--- config.mk ---
export PLATFORM = sky130hd
export DESIGN_NAME = stsr_responder
export DESIGN_NICKNAME = d
export VERILOG_FILES = /design/src/include/stsr_pkg.sv /design/src/rtl/stsr_responder.sv
export SDC_FILE = /design/constraint.sdc
export NUM_CORES = 1
export LEC_CHECK = 0
export ABC_AREA = 1
export BUFFER_PORTS_ARGS = -buffer_cell sky130_fd_sc_hd__clkbuf_2
export CAP_MARGIN = 40
export CORE_MARGIN = 4
export CORE_UTILIZATION = 51
export CTS_BUF_LIST = sky130_fd_sc_hd__clkbuf_8
export DETAILED_ROUTE_END_ITERATION = 16
export PLACE_DENSITY = 0.76
export RECOVER_POWER = 100
export SYNTH_ARGS = -nofsm -noshare
export SYNTH_HDL_FRONTEND = slang
export SYNTH_SLANG_ARGS = --single-unit
--- constraint.sdc ---
create_clock -name ref_clk_i -period 2.55 [get_ports ref_clk_i]
set_clock_uncertainty 0.2 [all_clocks]
set_input_delay 0.51 -clock ref_clk_i [delete_from_list [all_inputs] [get_ports ref_clk_i]]
set_output_delay 0.51 -clock ref_clk_i [all_outputs]
set_load 0.005 [all_outputs]
--- src/include/stsr_pkg.sv ---
// constants and carrier types of the threshold-sector and return-status responder
package stsr_pkg;
	// command decode
	localparam logic [7:0] STSR_CMD_MONITOR = 8'hB0;
	localparam logic [7:0] STSR_FEAT_READ_THR = 8'hD1;
	localparam logic [7:0] STSR_FEAT_RET_STATUS = 8'hDA;
	localparam logic [7:0] STSR_KEY_CYL_LO = 8'h4F;
	localparam logic [7:0] STSR_KEY_CYL_HI = 8'hC2;
	// return-status signatures
	localparam logic [7:0] STSR_OK_CYL_LO = 8'h4F;
	localparam logic [7:0] STSR_OK_CYL_HI = 8'hC2;
	localparam logic [7:0] STSR_BAD_CYL_LO = 8'hF4;
	localparam logic [7:0] STSR_BAD_CYL_HI = 8'h2C;
	// sector layout
	localparam logic [15:0] STSR_VERSION = 16'h0004;
	localparam logic [8:0] STSR_ENTRY_START = 9'h002;
	localparam logic [8:0] STSR_ENTRY_END = 9'h16A;
	localparam logic [8:0] STSR_CSUM_IDX = 9'h1FF;
	localparam logic [3:0] STSR_ENTRY_LAST_POS = 4'hB;
	localparam logic [4:0] STSR_ENTRY_USED = 5'h06;
	// attribute identifiers, in entry order
	localparam logic [7:0] STSR_ID_SPARE = 8'hC4;
	localparam logic [7:0] STSR_ID_ERASE = 8'hE5;
	localparam logic [7:0] STSR_ID_ECC_TOTAL = 8'hCB;
	localparam logic [7:0] STSR_ID_ECC_CORR = 8'hCC;
	localparam logic [7:0] STSR_ID_READS = 8'hE8;
	localparam logic [7:0] STSR_ID_UDMA_CRC = 8'hC7;
	// reset values
	localparam logic [8:0] STSR_IDX_RST = 9'h000;
	localparam logic [7:0] STSR_BYTE_RST = 8'h00;

	// task-file command as presented by the register front end
	typedef struct packed {
		logic [7:0] command;
		logic [7:0] features;
		logic [7:0] cyl_hi;
		logic [7:0] cyl_lo;
	} stsr_cmd_t;

	// monitored attribute values and their thresholds
	typedef struct packed {
		logic [7:0] spare_thr;
		logic [7:0] erase_thr;
		logic [7:0] spare_val;
		logic [7:0] erase_val;
	} stsr_attr_t;

	typedef enum logic [1:0] {
		STSR_IDLE,
		STSR_SEND
	} stsr_state_t;
endpackage

--- src/rtl/stsr_responder.sv ---
// threshold-sector builder and return-status responder for the monitoring command
// What this block does
// sector is 512 bytes: version 0004h, thirty 12-byte entries, checksum at byte 511.
// spare-block entry: id C4h, spare threshold, then ten zero bytes.
// erase-count entry: id E5h, erase threshold, then ten zero bytes.
// total ECC entry: id CBh, zero threshold, ten zero bytes.
// corrected ECC entry: id CCh, zero threshold, ten zero bytes.
// read-count entry: id E8h, zero threshold, ten zero bytes.
// UDMA CRC entry: id C7h, zero threshold, ten zero bytes.
// return status with a crossed threshold loads F4h low and 2Ch high.
// return status with no crossed threshold loads 4Fh low and C2h high.
// host asks for the sector with features D1h and cylinder C2h/4Fh.
// spare attribute is exceeded when its value is below its threshold.
// erase attribute is exceeded when its value is below its threshold.
// checksum is two's complement of the first 511 bytes' sum.
`timescale 1ns/1ps
`default_nettype none
module stsr_responder
	import stsr_pkg::*;
(
	// clock and reset
	input wire logic ref_clk_i,
	input wire logic srst_i,
	// command from task-file front end
	input wire logic cmd_valid_i,
	input wire stsr_cmd_t cmd_i,
	output logic cmd_ready_o,
	output logic cmd_abort_o,
	// attribute values and thresholds
	input wire stsr_attr_t attr_i,
	output logic exceeded_o,
	// sector byte stream toward the data port
	output logic sec_valid_o,
	input wire logic sec_ready_i,
	output logic [7:0] sec_data_o,
	output logic sec_last_o,
	output logic sec_done_o,
	// return-status result for the cylinder registers
	output logic cyl_load_o,
	output logic [7:0] cyl_lo_o,
	output logic [7:0] cyl_hi_o
);

	stsr_state_t state_q;
	logic [8:0] idx_q;
	logic [8:0] idx_d;
	logic [4:0] ent_q;
	logic [4:0] ent_d;
	logic [3:0] pos_q;
	logic [3:0] pos_d;
	logic [7:0] data_q;
	logic [7:0] sum_q;
	logic last_q;
	logic [7:0] spare_thr_q;
	logic [7:0] erase_thr_q;
	logic abort_q;
	logic done_q;
	logic load_q;
	logic [7:0] cyl_lo_q;
	logic [7:0] cyl_hi_q;
	logic accept;
	logic is_monitor;
	logic want_sector;
	logic want_status;
	logic beat;
	logic exceeded;

	// identifier of an entry slot; unused slots read as zero
	function automatic logic [7:0] entry_id(input logic [4:0] ent);
		case (ent)
			5'h00: entry_id = STSR_ID_SPARE;
			5'h01: entry_id = STSR_ID_ERASE;
			5'h02: entry_id = STSR_ID_ECC_TOTAL;
			5'h03: entry_id = STSR_ID_ECC_CORR;
			5'h04: entry_id = STSR_ID_READS;
			5'h05: entry_id = STSR_ID_UDMA_CRC;
			default: entry_id = STSR_BYTE_RST;
		endcase
	endfunction

	// one byte of the sector below the checksum position
	function automatic logic [7:0] sector_byte(
		input logic [8:0] idx,
		input logic [4:0] ent,
		input logic [3:0] pos,
		input logic [7:0] spare_thr,
		input logic [7:0] erase_thr
	);
		sector_byte = STSR_BYTE_RST;
		if (idx < STSR_ENTRY_START)
		begin
			// version word, low byte first
			sector_byte = idx[0] ? STSR_VERSION[15:8] : STSR_VERSION[7:0];
		end
		else if (idx < STSR_ENTRY_END && ent < STSR_ENTRY_USED)
		begin
			if (pos == 4'h0)
				sector_byte = entry_id(ent);
			else if (pos == 4'h1 && ent == 5'h00)
				sector_byte = spare_thr;
			else if (pos == 4'h1 && ent == 5'h01)
				sector_byte = erase_thr;
		end
	endfunction

	// command decode; only the idle state takes a command
	assign cmd_ready_o = (state_q == STSR_IDLE);
	assign accept = cmd_valid_i && cmd_ready_o;
	assign is_monitor = (cmd_i.command == STSR_CMD_MONITOR);
	// sector is only returned for the fixed cylinder key, anything else is aborted
	assign want_sector = is_monitor && cmd_i.features == STSR_FEAT_READ_THR
		&& cmd_i.cyl_hi == STSR_KEY_CYL_HI && cmd_i.cyl_lo == STSR_KEY_CYL_LO;
	assign want_status = is_monitor && cmd_i.features == STSR_FEAT_RET_STATUS;
	assign beat = sec_valid_o && sec_ready_i;

	// live comparison of the two monitored attributes
	assign exceeded = (attr_i.spare_val < attr_i.spare_thr)
		|| (attr_i.erase_val < attr_i.erase_thr);
	assign exceeded_o = exceeded;

	// next byte position; entry counters run from the first entry byte to the end of the sector
	always_comb
	begin
		idx_d = idx_q + 9'h001;
		ent_d = ent_q;
		pos_d = pos_q;
		if (idx_q >= STSR_ENTRY_START)
		begin
			if (pos_q == STSR_ENTRY_LAST_POS)
			begin
				pos_d = 4'h0;
				ent_d = ent_q + 5'h01;
			end
			else
				pos_d = pos_q + 4'h1;
		end
	end

	// sequencer
	always_ff @(posedge ref_clk_i)
	begin
		if (srst_i)
			state_q <= STSR_IDLE;
		else if (accept && want_sector)
			state_q <= STSR_SEND;
		else if (beat && last_q)
			state_q <= STSR_IDLE;
	end

	// byte counters, staged byte and running sum
	always_ff @(posedge ref_clk_i)
	begin
		if (srst_i)
		begin
			idx_q <= STSR_IDX_RST;
			ent_q <= 5'h00;
			pos_q <= 4'h0;
			data_q <= STSR_BYTE_RST;
			sum_q <= STSR_BYTE_RST;
			last_q <= 1'b0;
		end
		else if (accept && want_sector)
		begin
			idx_q <= STSR_IDX_RST;
			ent_q <= 5'h00;
			pos_q <= 4'h0;
			data_q <= STSR_VERSION[7:0];
			sum_q <= STSR_BYTE_RST;
			last_q <= 1'b0;
		end
		else if (beat && !last_q)
		begin
			idx_q <= idx_d;
			ent_q <= ent_d;
			pos_q <= pos_d;
			sum_q <= sum_q + data_q;
			last_q <= (idx_d == STSR_CSUM_IDX);
			// closing byte makes all 512 bytes sum to zero
			if (idx_d == STSR_CSUM_IDX)
				data_q <= 8'h00 - (sum_q + data_q);
			else
				data_q <= sector_byte(idx_d, ent_d, pos_d, spare_thr_q, erase_thr_q);
		end
	end

	// thresholds frozen per sector so a mid-transfer change cannot break the checksum
	always_ff @(posedge ref_clk_i)
	begin
		if (srst_i)
		begin
			spare_thr_q <= STSR_BYTE_RST;
			erase_thr_q <= STSR_BYTE_RST;
		end
		else if (accept && want_sector)
		begin
			spare_thr_q <= attr_i.spare_thr;
			erase_thr_q <= attr_i.erase_thr;
		end
	end

	// return-status signature for the cylinder registers
	always_ff @(posedge ref_clk_i)
	begin
		if (srst_i)
		begin
			load_q <= 1'b0;
			cyl_lo_q <= STSR_BYTE_RST;
			cyl_hi_q <= STSR_BYTE_RST;
		end
		else
		begin
			load_q <= accept && want_status;
			if (accept && want_status)
			begin
				cyl_lo_q <= exceeded ? STSR_BAD_CYL_LO : STSR_OK_CYL_LO;
				cyl_hi_q <= exceeded ? STSR_BAD_CYL_HI : STSR_OK_CYL_HI;
			end
		end
	end

	// completion and refusal pulses
	always_ff @(posedge ref_clk_i)
	begin
		if (srst_i)
		begin
			abort_q <= 1'b0;
			done_q <= 1'b0;
		end
		else
		begin
			abort_q <= accept && !want_sector && !want_status;
			done_q <= beat && last_q;
		end
	end

	assign sec_valid_o = (state_q == STSR_SEND);
	assign sec_data_o = data_q;
	assign sec_last_o = last_q;
	assign sec_done_o = done_q;
	assign cmd_abort_o = abort_q;
	assign cyl_load_o = load_q;
	assign cyl_lo_o = cyl_lo_q;
	assign cyl_hi_o = cyl_hi_q;

endmodule
`default_nettype wire

# --- After elaboration in Yosys (flattened, before gate mapping) ---
# Cells that the tools add are included.
totals:
  register_bits: 71
  inputBits: 68
  output_inout_bits: 31
  elab_cells: 82
op_classes:
  n_addsub: 5
  n_lt_le_gt_ge: 6
  eq_ne: 13
  mux: 18
  n_reduce_logical: 25
op_table:
  columns: ["operator", "count"]
  rows:
  - ["$mux 8", 8]
  - ["$pmux 8 s6", 1]
  - ["$eq 8x8->1 const B", 4]
  - ["$lt 8x8->1", 2]
  - ["$logic_and 1x1->1", 15]
  - ["$eq 5x2->1 const B", 2]
  - ["$eq 5x3->1 const B", 2]
  - ["$mux 5", 2]
  - ["$add 9x1->9 const B", 1]
  - ["$eq 9x9->1 const B", 1]
  - ["$ge 9x2->1 const B", 1]
  - ["$lt 9x2->1 const B", 1]
  - ["$lt 9x9->1 const B", 1]
  - ["$mux 3", 3]
  - ["$add 8x8->8", 1]
  - ["$eq 8x7->1 const B", 1]
  - ["$mux 4", 2]
  - ["$sub 1x8->8 const A", 1]
  - ["$add 5x1->5 const B", 1]
  - ["$eq 5x1->1 const B", 1]
  - ["$logic_not 5->1", 1]
  - ["$lt 5x3->1 const B", 1]
  - ["$add 4x1->4 const B", 1]
  - ["$eq 4x1->1 const B", 1]
  - ["other kinds (8)", 12]

# --- Longest topological paths before layout ---
# Gate-level depths: netlist (run 1).
depth:
  ltp_word: 13
  ltp_mapped: 18
  ltp_nobuf: 18

# --- Worst setup path before layout (run 1) ---
# Ideal clock, no wire load.
synth_timing:
  path_type: "reg-to-reg"
  startpoint: "register data_q[0], in the netlist sec_data_o[0]"
  endpoint: "register data_q[7], in the netlist sec_data_o[7]"
  setup_ps: 56
  arrival_ps: 2114
  required_ps: 2294
  setup_slack_ps: 180
  path_stages_with_launch: 15
  n_path_buf: 0
  period_less_slack_ps: 2370
  path_cell_list: "dfxtp_1 ha_1 fa_1 or2_2 nand2_1 inv_1 nor3_1 nand2_1 nor2_1 nand2_1 o21bai_1 nand3_1 nand3b_1 nand2_1 inv_1"
synth_between:
  elab_chain_cells: 3
synth_rtl:
  columns: ["item", "line_no", "text"]
  rows:
  - ["from (decl)", "stsr_responder.sv:51", "logic [7:0] data_q;"]
  - ["from (signal assigned)", "stsr_responder.sv:167", "data_q <= STSR_VERSION[7:0];"]
  - ["from (signal assigned)", "stsr_responder.sv:180", "data_q <= 8'h00 - (sum_q + data_q);"]
  - ["from (signal assigned)", "stsr_responder.sv:182", "data_q <= sector_byte(idx_d, ent_d, pos_d, spare_thr_q, erase_thr_q);"]
  - ["$add 8x8->8", "stsr_responder.sv:180", null]
  - ["$sub 1x8->8", "stsr_responder.sv:180", null]
  - ["$mux 8", "stsr_responder.sv:179", "if (idx_d == STSR_CSUM_IDX)"]
# Every way passes these cells.
# A chain may end at the register's enable or synchronous reset.

# --- Worst setup path in the final report (run 1) ---
layout_timing:
  startpoint: "register sum_q[0]"
  endpoint: "register data_q[7], in the netlist sec_data_o[7]"
layout_between:
  elab_chain_cells: 3
layout_rtl:
  columns: ["item", "line_no", "text"]
  rows:
  - ["from (decl)", "stsr_responder.sv:52", "logic [7:0] sum_q;"]
  - ["from (signal assigned)", "stsr_responder.sv:176", "sum_q <= sum_q + data_q;"]
  - ["$add 8x8->8", "stsr_responder.sv:180", null]
  - ["$sub 1x8->8", "stsr_responder.sv:180", null]
  - ["$mux 8", "stsr_responder.sv:179", null]
# Every way passes these cells.

==> results.md, run 1 <==
- First-pass GRT wire length: 17000 um
- Routed WL per cell: 12.2 um
- CP startpoint kind: flop
- Clock transition at path regs: 0.07 ns
- Number of failing hold endpoints at the final stage: 0
- Number of standard cells after synthesis: 628
- Total GRT Usage: 20.7%
- Top cell by count, worst path: sky130_fd_sc_hd__nand2_1
- Beginning of the critical path: sum_q[0]
- Final Slew Violations: 0
- Element type at the critical path end: flop
- Worst-case reg-to-reg path depth: 14
- Hold_buf cts: 0
- Cells after DPL: 813
- Clock root buffer: sky130_fd_sc_hd__clkbuf_8
- Worst VDD drop: 296 uV
- Starting density of the core: 52.1%
- Core Box Area: 0.00818 sq mm
- Clk sink count: 58
- WS Path Type: flop to flop
- Launch point of the worst hold path: srst_i
- Final-layout setup total negative slack: 0 ns
- DRC violation count after routing: 0
- Detailed Route Iter0 Violations: 202
- Category of cells accounting for the largest share of critical-path delay: simple AND/OR/NAND/NOR gates
- Endpoint with the worst hold slack: state_q[0]
- Clock Tree Buf Depth: 2
- Crit path DAT: 2.54 ns
- Main synth FF type: sky130_fd_sc_hd__dfxtp_1
- Residual antenna-violating net count after detailed routing: 0
- Result of the run: finished clean
- Placed wire-length estimate after detailed placement: 7860 um
- Slew at the pin closest to its max-slew limit: 0.552 ns
- Register area share after synthesis: 27.3%
- Number of stages on the worst hold path: 2
- Combined area of the multi-input logic cells: 0.00265 sq mm
- Clock latency at the later pin of the worst-skew pair: 0.34 ns
- Sequential cell area: 0.00117 sq mm
- Achievable Freq: 406 MHz
- RSZ-0062 raised after global routing: yes
- Required time reported for the critical path endpoint: 2.63 ns
- Largest fanout on the critical path: 3
- Die Wd: 99.4 um
- Post-layout net count: 816
- Pin count of the biggest net entering global routing: 52
- FF+latch count, synth: 58
- Total via count after detailed routing: 4223
- Core Rows: 33
- Max-cap violations: 0
- Number of global-route vias before repair: 3986
- Number of placed I/O pins: 99
- Areal power density over the cells: 365 mW/mm^2
- RR Startpoint: sum_q[0]
- Count of placed standard cells in the final layout, fillers left out: 831
- Wire length after detailed routing: 10200 um
- Core Util, Final: 62.1%
- DRT Pass-1 Iters: 4
- Fillers: 757
- Share of the clock period used by the worst path after layout: 96.5%
- Endpoints failing setup: 0
- Fin crit period: 2.46 ns
- CTS tree: done
- Overall die height: 99.4 um
- Number of warnings printed during yosys synthesis: 0
- Die Area: 0.00988 sq mm
- Leakage power: 2.47 nW
- Number of enable flip-flop cells after synthesis: 0
- Worst r2r dst: sec_data_o[7]
- Crit path cell chain: ha_4 -> fa_2 -> or2_4 -> nand2_2 -> inv_2 -> nor3_2 -> nand2_1 -> nor2_2 -> nand2_1 -> o21bai_1 -> nand3_1 -> nand3b_1 -> nand2_1 -> inv_1
- Placer's final routability congestion estimate: 0.822
- H-tree depth reported by CTS: 3
- Mean Syn Cell Area: 6.78 sq um
- Number of clock buffers inserted by TritonCTS: 9
- Path type of the worst min-delay path: primary input to flop
- Diode insertion count for antenna repair: 0
- Crit-path max cell delay: 0.34 ns
- Async S/R FF share, synth: 0%
- Worst max-slew margin expressed relative to the limit: 63.2%
- Detail-routed via count per cell: 5.08
- Highest-delay cell along the critical path: sky130_fd_sc_hd__dfxtp_1
- Total congestion overflow after global routing: 0
- Count of buffers inserted at the top-level ports: 96
- Bufs and invs on worst path: 2
- Layout cell share with drive strength beyond 1: 25.9%
- Number of library cell types mapped by synthesis: 46
- Post-synth design cell area: 0.00426 sq mm
- Antenna violations before repair: 0
- Synth-to-Final Area Change: 19.1%
- Register-to-Register Setup Slack: 0.09 ns
==> stage by stage <==
stage                     hold WS [ns]  power (mW)  area [sq um]  setup slack, ns
after floorplan                  0.224       0.993          4260            0.180
after global placement           0.242        1.06          4790            0.113
after detailed placement         0.248        1.07          4790           0.0204
after CTS                        0.202        1.87          4980           0.0257
after global routing             0.219        1.93          5070          -0.0553
final                            0.215        1.85          5070           0.0887
==> kinds of logic after synthesis <==
family / Yosys count / synth area share, %
simple gates: 275 / 33.0
buf+inv: 129 / 12.9
compound gates: 128 / 16.6
flops: 58 / 27.3
fa+ha+maj: 27 / 8.11
xor+xnor: 10 / 2.06
other cells: 1 / 0.0880
==> worst max path at each step <==
stage | to | slack [ns] | depth (start not counted)
after detailed placement | sec_data_o[7] | 0.02 | 14
after global routing | sec_data_o[7] | -0.06 | 14
after floorplan | sec_data_o[7] | 0.18 | 14
after CTS | sec_data_o[7] | 0.03 | 14
final | sec_data_o[7] | 0.09 | 14
after global placement | sec_data_o[7] | 0.11 | 14
==> worst reg2reg max path, cell delays in order, from the launching register on <==
cell and delay, ns:
sky130_fd_sc_hd__dfxtp_1 0.34, sky130_fd_sc_hd__ha_4 0.18, sky130_fd_sc_hd__fa_2 0.34, sky130_fd_sc_hd__or2_4 0.24, sky130_fd_sc_hd__nand2_2 0.07, sky130_fd_sc_hd__inv_2 0.05, sky130_fd_sc_hd__nor3_2 0.20, sky130_fd_sc_hd__nand2_1 0.12
sky130_fd_sc_hd__nor2_2 0.17, sky130_fd_sc_hd__nand2_1 0.09, sky130_fd_sc_hd__o21bai_1 0.15, sky130_fd_sc_hd__nand3_1 0.08, sky130_fd_sc_hd__nand3b_1 0.09, sky130_fd_sc_hd__nand2_1 0.05, sky130_fd_sc_hd__inv_1 0.04
==> timing repair <==
item | in CTS | in global routing
buffers inserted | 0 | 2
gates resized for setup | 1 | 29
endpoints found under the setup margin | 1 | 8
pin swaps | 0 | 15
==> layer usage <==
metal / global-route usage [%] / part of all wire, % / up-vias
met4: 8.61 / 1.9 / 0
met2: 34.6 / 48 / 96
li1: - / - / 2225
met3: 3.65 / 4.2 / 18
met1: 26.3 / 45 / 1884
met5: 0 / 0 / -
==> power by group <==
group	internal [mW]	leakage, nW	total, mW	switching, mW
clock network	0.429	0.0944	0.806	0.378
logic	0.0694	1.90	0.140	0.0709
registers	0.906	0.469	0.907	0.000420
==> flip-flops by register name, indices dropped and copies added, names as in the netlist <==
| name | flops |
|---|---|
| state_q | 1 |
| sec_last_o | 1 |
| cyl_load_o | 1 |
| idx_q | 9 |
| pos_q | 4 |
| ent_q | 5 |
| cmd_abort_o | 1 |
| erase_thr_q | 8 |
| sum_q | 8 |
| cyl_lo_o | 3 |
| sec_done_o | 1 |
| sec_data_o | 8 |
| spare_thr_q | 8 |
==> area by class of cell <==
class	count	area share [%]
inverters	102	7.55
clock buffers	12	3.26
well taps	105	2.59
flip-flops and latches	58	23.0
clock inverters	4	0.493
repair buffers	108	10.8
multi-input cells	442	52.3
==> Yosys cell counts (3+ instances only) <==
cell | number | area (sq um)
sky130_fd_sc_hd__or2_2 | 6 | 37.5
sky130_fd_sc_hd__nor3_1 | 5 | 25.0
sky130_fd_sc_hd__a31oi_1 | 3 | 18.8
sky130_fd_sc_hd__inv_2 | 6 | 22.5
sky130_fd_sc_hd__clkbuf_1 | 12 | 45.0
sky130_fd_sc_hd__o21ai_0 | 38 | 190
sky130_fd_sc_hd__nor4_1 | 6 | 37.5
sky130_fd_sc_hd__inv_1 | 94 | 353
sky130_fd_sc_hd__nand2_1 | 123 | 462
sky130_fd_sc_hd__nand3_4 | 3 | 52.6
sky130_fd_sc_hd__dfxtp_1 | 58 | 1160
sky130_fd_sc_hd__xnor2_1 | 3 | 26.3
sky130_fd_sc_hd__ha_1 | 26 | 325
sky130_fd_sc_hd__nand3_1 | 34 | 170
sky130_fd_sc_hd__o22ai_1 | 5 | 31.3
sky130_fd_sc_hd__nor2_4 | 8 | 90.1
sky130_fd_sc_hd__nand3_2 | 3 | 30.0
sky130_fd_sc_hd__nor2_2 | 8 | 50.1
sky130_fd_sc_hd__o21ai_1 | 4 | 20.0
sky130_fd_sc_hd__xor2_1 | 7 | 61.3
sky130_fd_sc_hd__o211ai_1 | 6 | 45.0
sky130_fd_sc_hd__a211oi_1 | 3 | 22.5
sky130_fd_sc_hd__a21oi_1 | 60 | 300
sky130_fd_sc_hd__buf_4 | 13 | 97.6
sky130_fd_sc_hd__nand2_2 | 14 | 87.6
sky130_fd_sc_hd__nor2_1 | 40 | 150
sky130_fd_sc_hd__nand4_1 | 12 | 75.1
==> layout by cell type (no fill, tap or decap), types with 5 or more instances in the layout <==
cell	n
sky130_fd_sc_hd__clkbuf_1	15
sky130_fd_sc_hd__nor2_2	10
sky130_fd_sc_hd__nor2_1	36
sky130_fd_sc_hd__nor3_1	5
sky130_fd_sc_hd__nand3_1	34
sky130_fd_sc_hd__clkbuf_2	82
sky130_fd_sc_hd__nand2_1	120
sky130_fd_sc_hd__nor2_4	10
sky130_fd_sc_hd__nand2_4	5
sky130_fd_sc_hd__buf_4	11
sky130_fd_sc_hd__o21ai_0	38
sky130_fd_sc_hd__nor4_1	6
sky130_fd_sc_hd__clkbuf_8	12
sky130_fd_sc_hd__nand2_2	14
sky130_fd_sc_hd__ha_1	23
sky130_fd_sc_hd__xor2_1	7
sky130_fd_sc_hd__inv_2	8
sky130_fd_sc_hd__inv_1	92
sky130_fd_sc_hd__o211ai_1	6
sky130_fd_sc_hd__or2_2	5
sky130_fd_sc_hd__a21oi_1	60
sky130_fd_sc_hd__dfxtp_1	54
sky130_fd_sc_hd__nand4_1	12
No activity file was read; power rests on OpenSTA's default activity.
==> run 2, diff against run 1 <==
- ABC_AREA: 1 -> not set
==> results.md, run 2 <==
- Result of the run: finished with violations
- Violations in the final reports: setup timing
- DRT Pass-1 Iters: 5
- Highest-delay cell along the critical path: sky130_fd_sc_hd__or3_4
- CP startpoint kind: flop
- Post-synth design cell area: 0.00440 sq mm
- Hold_buf cts: 0
- Number of stages on the worst hold path: 3
- CTS tree: done
- Number of warnings printed during yosys synthesis: 0
- Number of global-route vias before repair: 4783
- Die Wd: 101 um
- DRC violation count after routing: 0
- Starting density of the core: 53.0%
- Core Rows: 33
- Mean Syn Cell Area: 7.82 sq um
- Async S/R FF share, synth: 0%
- Top cell by count, worst path: sky130_fd_sc_hd__buf_4
- Leakage power: 2.68 nW
- Post-layout net count: 815
- Top-area cell type share of the netlist area: 26.4%
- Number of failing hold endpoints at the final stage: 0
- Count of buffers inserted at the top-level ports: 96
- Path type of the worst min-delay path: primary input to flop
- Clock transition at path regs: 0.07 ns
- Post-synth top area cell: sky130_fd_sc_hd__dfxtp_1
- Worst r2r dst: sec_data_o[3]
- Wire length after detailed routing: 15300 um
- RR Startpoint: idx_q[1]
- Worst-case reg-to-reg path depth: 10
- Residual antenna-violating net count after detailed routing: 0
- Main synth FF type: sky130_fd_sc_hd__dfxtp_1
- Endpoints failing setup: 38
- Number of library cell types mapped by synthesis: 75
- RSZ-0062 raised after global routing: yes
- Final worst hold slack: 0.233 ns
- Clock latency at the later pin of the worst-skew pair: 0.36 ns
- Detailed Route Iter0 Violations: 323
- Clock root buffer: sky130_fd_sc_hd__clkbuf_8
- Crit path DAT: 2.77 ns
- Overall die height: 101 um
- Routed WL per cell: 18.5 um
- Total via count after detailed routing: 5145
- Final worst setup slack: -0.202 ns
- Final total power: 2.05 mW
- Fin crit period: 2.75 ns
- Share of the clock period used by the worst path after layout: 108%
- Worst max-slew margin expressed relative to the limit: 63.5%
- Crit path cell chain: buf_4 -> or3_4 -> o31ai_4 -> buf_4 -> buf_6 -> buf_4 -> o31ai_1 -> o311a_1 -> o21ai_0 -> a21oi_1
- Leading cell types in the layout, fill and taps excluded: sky130_fd_sc_hd__clkbuf_2, sky130_fd_sc_hd__buf_4, sky130_fd_sc_hd__nor2_1, sky130_fd_sc_hd__dfxtp_1
- Crit-path max cell delay: 0.44 ns
- Number of enable flip-flop cells after synthesis: 0
- Diode insertion count for antenna repair: 0
- Beginning of the critical path: idx_q[1]
- Total congestion overflow after global routing: 0
- Worst VDD drop: 246 uV
- H-tree depth reported by CTS: 3
- Number of flip-flops under the largest register name: 9
- Final Slew Violations: 0
- Max-cap violations: 0
- Fin area: 0.00625 sq mm
- Synth-to-Final Area Change: 42.2%
- FF+latch count, synth: 58
- Placer's final routability congestion estimate: 0.941
- Reg with most FFs: idx_q
- Slew at the pin closest to its max-slew limit: 0.546 ns
- Number of standard cells after synthesis: 562
- Core Box Area: 0.00830 sq mm
- Most common cell in the synthesized netlist: sky130_fd_sc_hd__nor2_1
- Antenna violations before repair: 0
- Die Area: 0.0102 sq mm
- Pin count of the biggest net entering global routing: 32
- Register area share after synthesis: 26.4%
- Element type at the critical path end: flop
- Number of clock buffers inserted by TritonCTS: 9
- Clk sink count: 58
- Areal power density over the cells: 328 mW/mm^2
- Main area contributors after synthesis: sky130_fd_sc_hd__dfxtp_1, sky130_fd_sc_hd__ha_1, sky130_fd_sc_hd__nor2_1
- Layout cell share with drive strength beyond 1: 42.2%
- Total GRT Usage: 27.2%
- Placed inst area: 0.00538 sq mm
- First-pass GRT wire length: 22300 um
- Most common cell after layout, fill and taps aside: sky130_fd_sc_hd__clkbuf_2
- Placed wire-length estimate after detailed placement: 9990 um
- Required time reported for the critical path endpoint: 2.56 ns
- Number of placed I/O pins: 99
- Detail-routed via count per cell: 6.20
- Top cells by count, synth: sky130_fd_sc_hd__nor2_1, sky130_fd_sc_hd__dfxtp_1, sky130_fd_sc_hd__a21oi_1
- Largest fanout on the critical path: 6
- Clock Tree Buf Depth: 2
- WS Path Type: flop to flop
- Achievable Freq: 363 MHz
- End point of the critical path: sec_data_o[3]
- Register-to-Register Setup Slack: -0.20 ns
## run 2: per-layer routing
metal  up-vias  track usage (%)  part of all wire [%]
met5         -                0                     0
met4         0             10.3                   3.5
met3        59             4.98                   7.2
met2       302             46.8                    50
met1      2432             33.5                    39
li1       2352                -                     -
## run 2: critical path: cells and delay by family, from the launching register on
family / cells / cell delay, ns
AND/OR/NAND/NOR: 1 / 0.44
flip-flops: 1 / 0.34
AO/OA/AOI/OAI: 5 / 1.06
buffers and inverters: 4 / 0.56
## run 2: final cells by class
cell class / count / area [sq um]
sequential: 58 / 1170
inverter: 27 / 101
fill: 590 / 2050
multi-input combinational: 428 / 3310
clock buffer: 10 / 138
timing repair buffer: 196 / 1330
tap: 105 / 131
clock inverter: 6 / 81.3
## run 2: stage by stage
| step | cells | utilization [%] | setup TNS, ns | worst slack [ns] |
|---|---|---|---|---|
| CTS | 823 | 70.3 | -0.220 | -0.0588 |
| finish | 830 | 75.3 | -2.28 | -0.202 |
| detailed placement | 795 | 64.8 | -15.63 | -0.371 |
| floorplan | 563 | - | -7.74 | -0.184 |
| global placement | 795 | 64.8 | -14.02 | -0.327 |
| global route | 830 | 75.3 | -5.80 | -0.230 |
## run 2: power breakdown
group	internal [mW]	leakage [nW]	switching, mW
Sequential	0.906	0.469	0.000297
Combinational	0.0925	2.10	0.0860
Clock	0.570	0.113	0.396
## run 2: how the worst min path moves through the flow
stage	start	endpoint	slack, ns
4_1_cts	attr_i[24]	spare_thr_q[0]	0.23
6_report	attr_i[24]	spare_thr_q[0]	0.23
3_3_place_gp	sum_q[0]	sum_q[0]	0.25
5_1_grt	cmd_valid_i	cmd_abort_o	0.24
2_1_floorplan	sum_q[0]	sum_q[0]	0.24
3_5_place_dp	cyl_lo_o[6]	cyl_lo_o[6]	0.25
## run 2: cell families (layout without fill, tap and decap cells)
family	after synthesis	in the layout	synth area share [%]
compound gates	157	157	25.6
xor+xnor	26	26	5.18
fa+ha+maj	27	27	7.86
buf+inv	77	239	8.54
flops	58	58	26.4
mux	6	6	1.42
other cells	1	2	0.0853
simple gates	210	210	24.9
## run 2: what timing repair did
| item | 4_1_cts | 5_1_grt |
|---|---|---|
| pin swaps | 17 | 33 |
| setup buffers | 12 | 5 |
| endpoints found under the hold margin | 0 | 0 |
| gates resized for setup | 35 | 74 |
| endpoints found under the setup margin | 10 | 52 |
| gates cloned | 0 | 3 |
==> run 3, diff against run 2 <==
- BUFFER_PORTS_ARGS: -buffer_cell sky130_fd_sc_hd__clkbuf_2 -> not set
- CTS_BUF_LIST: sky130_fd_sc_hd__clkbuf_8 -> not set
- DONT_BUFFER_PORTS: not set -> 1
- PLACE_DENSITY: 0.76 -> 0.66
==> results.md, run 3 (synthesis results as in run 2) <==
- Result of the run: finished with violations
- Clk sink count: 58
- Share of the clock period used by the worst path after layout: 102%
- Launch point of the worst hold path: srst_i
- DRC violation count after routing: 0
- Achievable Freq: 383 MHz
- Total congestion overflow after global routing: 0
- Endpoints failing setup: 12
- Areal power density over the cells: 335 mW/mm^2
- Fin crit period: 2.61 ns
- Largest fanout on the critical path: 5
- CTS tree: done
- Placer's final routability congestion estimate: 0.910
- Total GRT Usage: 25.7%
- Residual antenna-violating net count after detailed routing: 0
- Max-cap violations: 0
- CP startpoint kind: flop
- Routed WL per cell: 18.1 um
- Wire length after detailed routing: 13400 um
- Number of flip-flops under the largest register name: 9
- Leakage power: 2.24 nW
- Post-layout net count: 726
- Clock latency at the later pin of the worst-skew pair: 0.36 ns
- Synth-to-Final Area Change: 28.1%
- Most common cell after layout, fill and taps aside: sky130_fd_sc_hd__buf_4
- Path type of the worst min-delay path: primary input to flop
- Final worst setup slack: -0.0581 ns
- Core Box Area: 0.00830 sq mm
- Diode insertion count for antenna repair: 0
- Layout cell share with drive strength beyond 1: 29.6%
- Placed wire-length estimate after detailed placement: 9400 um
- Slew at the pin closest to its max-slew limit: 0.538 ns
- Worst max-slew margin expressed relative to the limit: 63.9%
- RSZ-0062 raised after global routing: yes
- Pin count of the biggest net entering global routing: 33
- Placed inst area: 0.00494 sq mm
- Count of buffers inserted at the top-level ports: 0
- Detail-routed via count per cell: 6.03
- Clock transition at path regs: 0.08 ns
- DRT Pass-1 Iters: 5
- Overall die height: 101 um
- Fin area: 0.00563 sq mm
- RR Startpoint: idx_q[0]
- Final Slew Violations: 0
- Violations in the final reports: setup timing
- Total via count after detailed routing: 4465
- Number of failing hold endpoints at the final stage: 0
- Antenna violations before repair: 0
- H-tree depth reported by CTS: 3
- Crit path DAT: 2.68 ns
- Element type at the critical path end: flop
- Die Wd: 101 um
- Detailed Route Iter0 Violations: 206
- First-pass GRT wire length: 21000 um
- Clock root buffer: sky130_fd_sc_hd__clkbuf_8
- Final worst hold slack: 0.0231 ns
- Final-layout setup total negative slack: -0.208 ns
- Final total power: 1.89 mW
- Core Util, Final: 67.8%
- Worst VDD drop: 253 uV
- Leading cell types in the layout, fill and taps excluded: sky130_fd_sc_hd__buf_4, sky130_fd_sc_hd__nor2_1, sky130_fd_sc_hd__dfxtp_1, sky130_fd_sc_hd__a21oi_1, sky130_fd_sc_hd__nand2_1
- Die Area: 0.0102 sq mm
- Clock Tree Buf Depth: 2
- Reg with most FFs: idx_q
- WS Path Type: flop to flop
- Starting density of the core: 53.0%
- Required time reported for the critical path endpoint: 2.62 ns
- Number of placed I/O pins: 99
- Number of global-route vias before repair: 4355
- Number of clock buffers inserted by TritonCTS: 9
- Beginning of the critical path: idx_q[0]
- Core Rows: 33
run 3: layer usage:
metal | track usage [%] | vias up | wire length [um]
met5 | 0 | - | 0
met4 | 10.4 | 0 | 304
met3 | 3.88 | 25 | 521
met2 | 43.8 | 118 | 6760
met1 | 32.3 | 2146 | 5800
li1 | - | 2176 | -
run 3: where the power goes:
part | switching, mW | total, mW | internal [mW]
Clock | 0.413 | 0.892 | 0.479
Sequential | 0.000426 | 0.905 | 0.905
Combinational | 0.0463 | 0.0886 | 0.0423
Total | 0.459 | 1.89 | 1.43
run 3: stage by stage:
stage | instances | setup slack [ns]
after floorplan | 563 | -0.184
after global placement | 704 | -0.246
after detailed placement | 704 | -0.299
after CTS | 731 | -0.0805
after global routing | 741 | -0.158
final | 741 | -0.0581
run 3: worst max-delay path, cell delays in order (launching register included):
cell	delay, ns
sky130_fd_sc_hd__dfxtp_2	0.33
sky130_fd_sc_hd__inv_2	0.05
sky130_fd_sc_hd__ha_4	0.15
sky130_fd_sc_hd__or3_4	0.43
sky130_fd_sc_hd__o31ai_4	0.19
sky130_fd_sc_hd__buf_6	0.16
sky130_fd_sc_hd__buf_6	0.10
sky130_fd_sc_hd__or3_4	0.12
sky130_fd_sc_hd__a32oi_4	0.05
sky130_fd_sc_hd__nor4_4	0.24
sky130_fd_sc_hd__buf_6	0.19
sky130_fd_sc_hd__a21oi_1	0.09
sky130_fd_sc_hd__a31oi_1	0.22
run 3: layout make-up:
cell class / count / area [sq um]
well taps: 105 / 131
inverters: 27 / 101
clock inverters: 6 / 65.1
clock buffers: 10 / 138
fillers: 698 / 2670
flip-flops and latches: 58 / 1170
repair buffers: 107 / 846
multi-input cells: 428 / 3180
run 3: path summary, 6_finish.rpt:
kind	slack (ns)	cells after the start	end
setup / recovery	-0.06	12	sec_data_o[7]
hold / removal	0.02	1	erase_thr_q[1]
setup reg to reg	-0.06	12	sec_data_o[7]
hold reg to reg	0.26	2	sum_q[6]
run 3: what timing repair did:
action | 4_1_cts | 5_1_grt
endpoints found under the setup margin | 8 | 27
pin swaps | 9 | 25
setup buffers | 10 | 6
resized for setup | 33 | 44
hold buffers | 0 | 0
cloned | 1 | 4
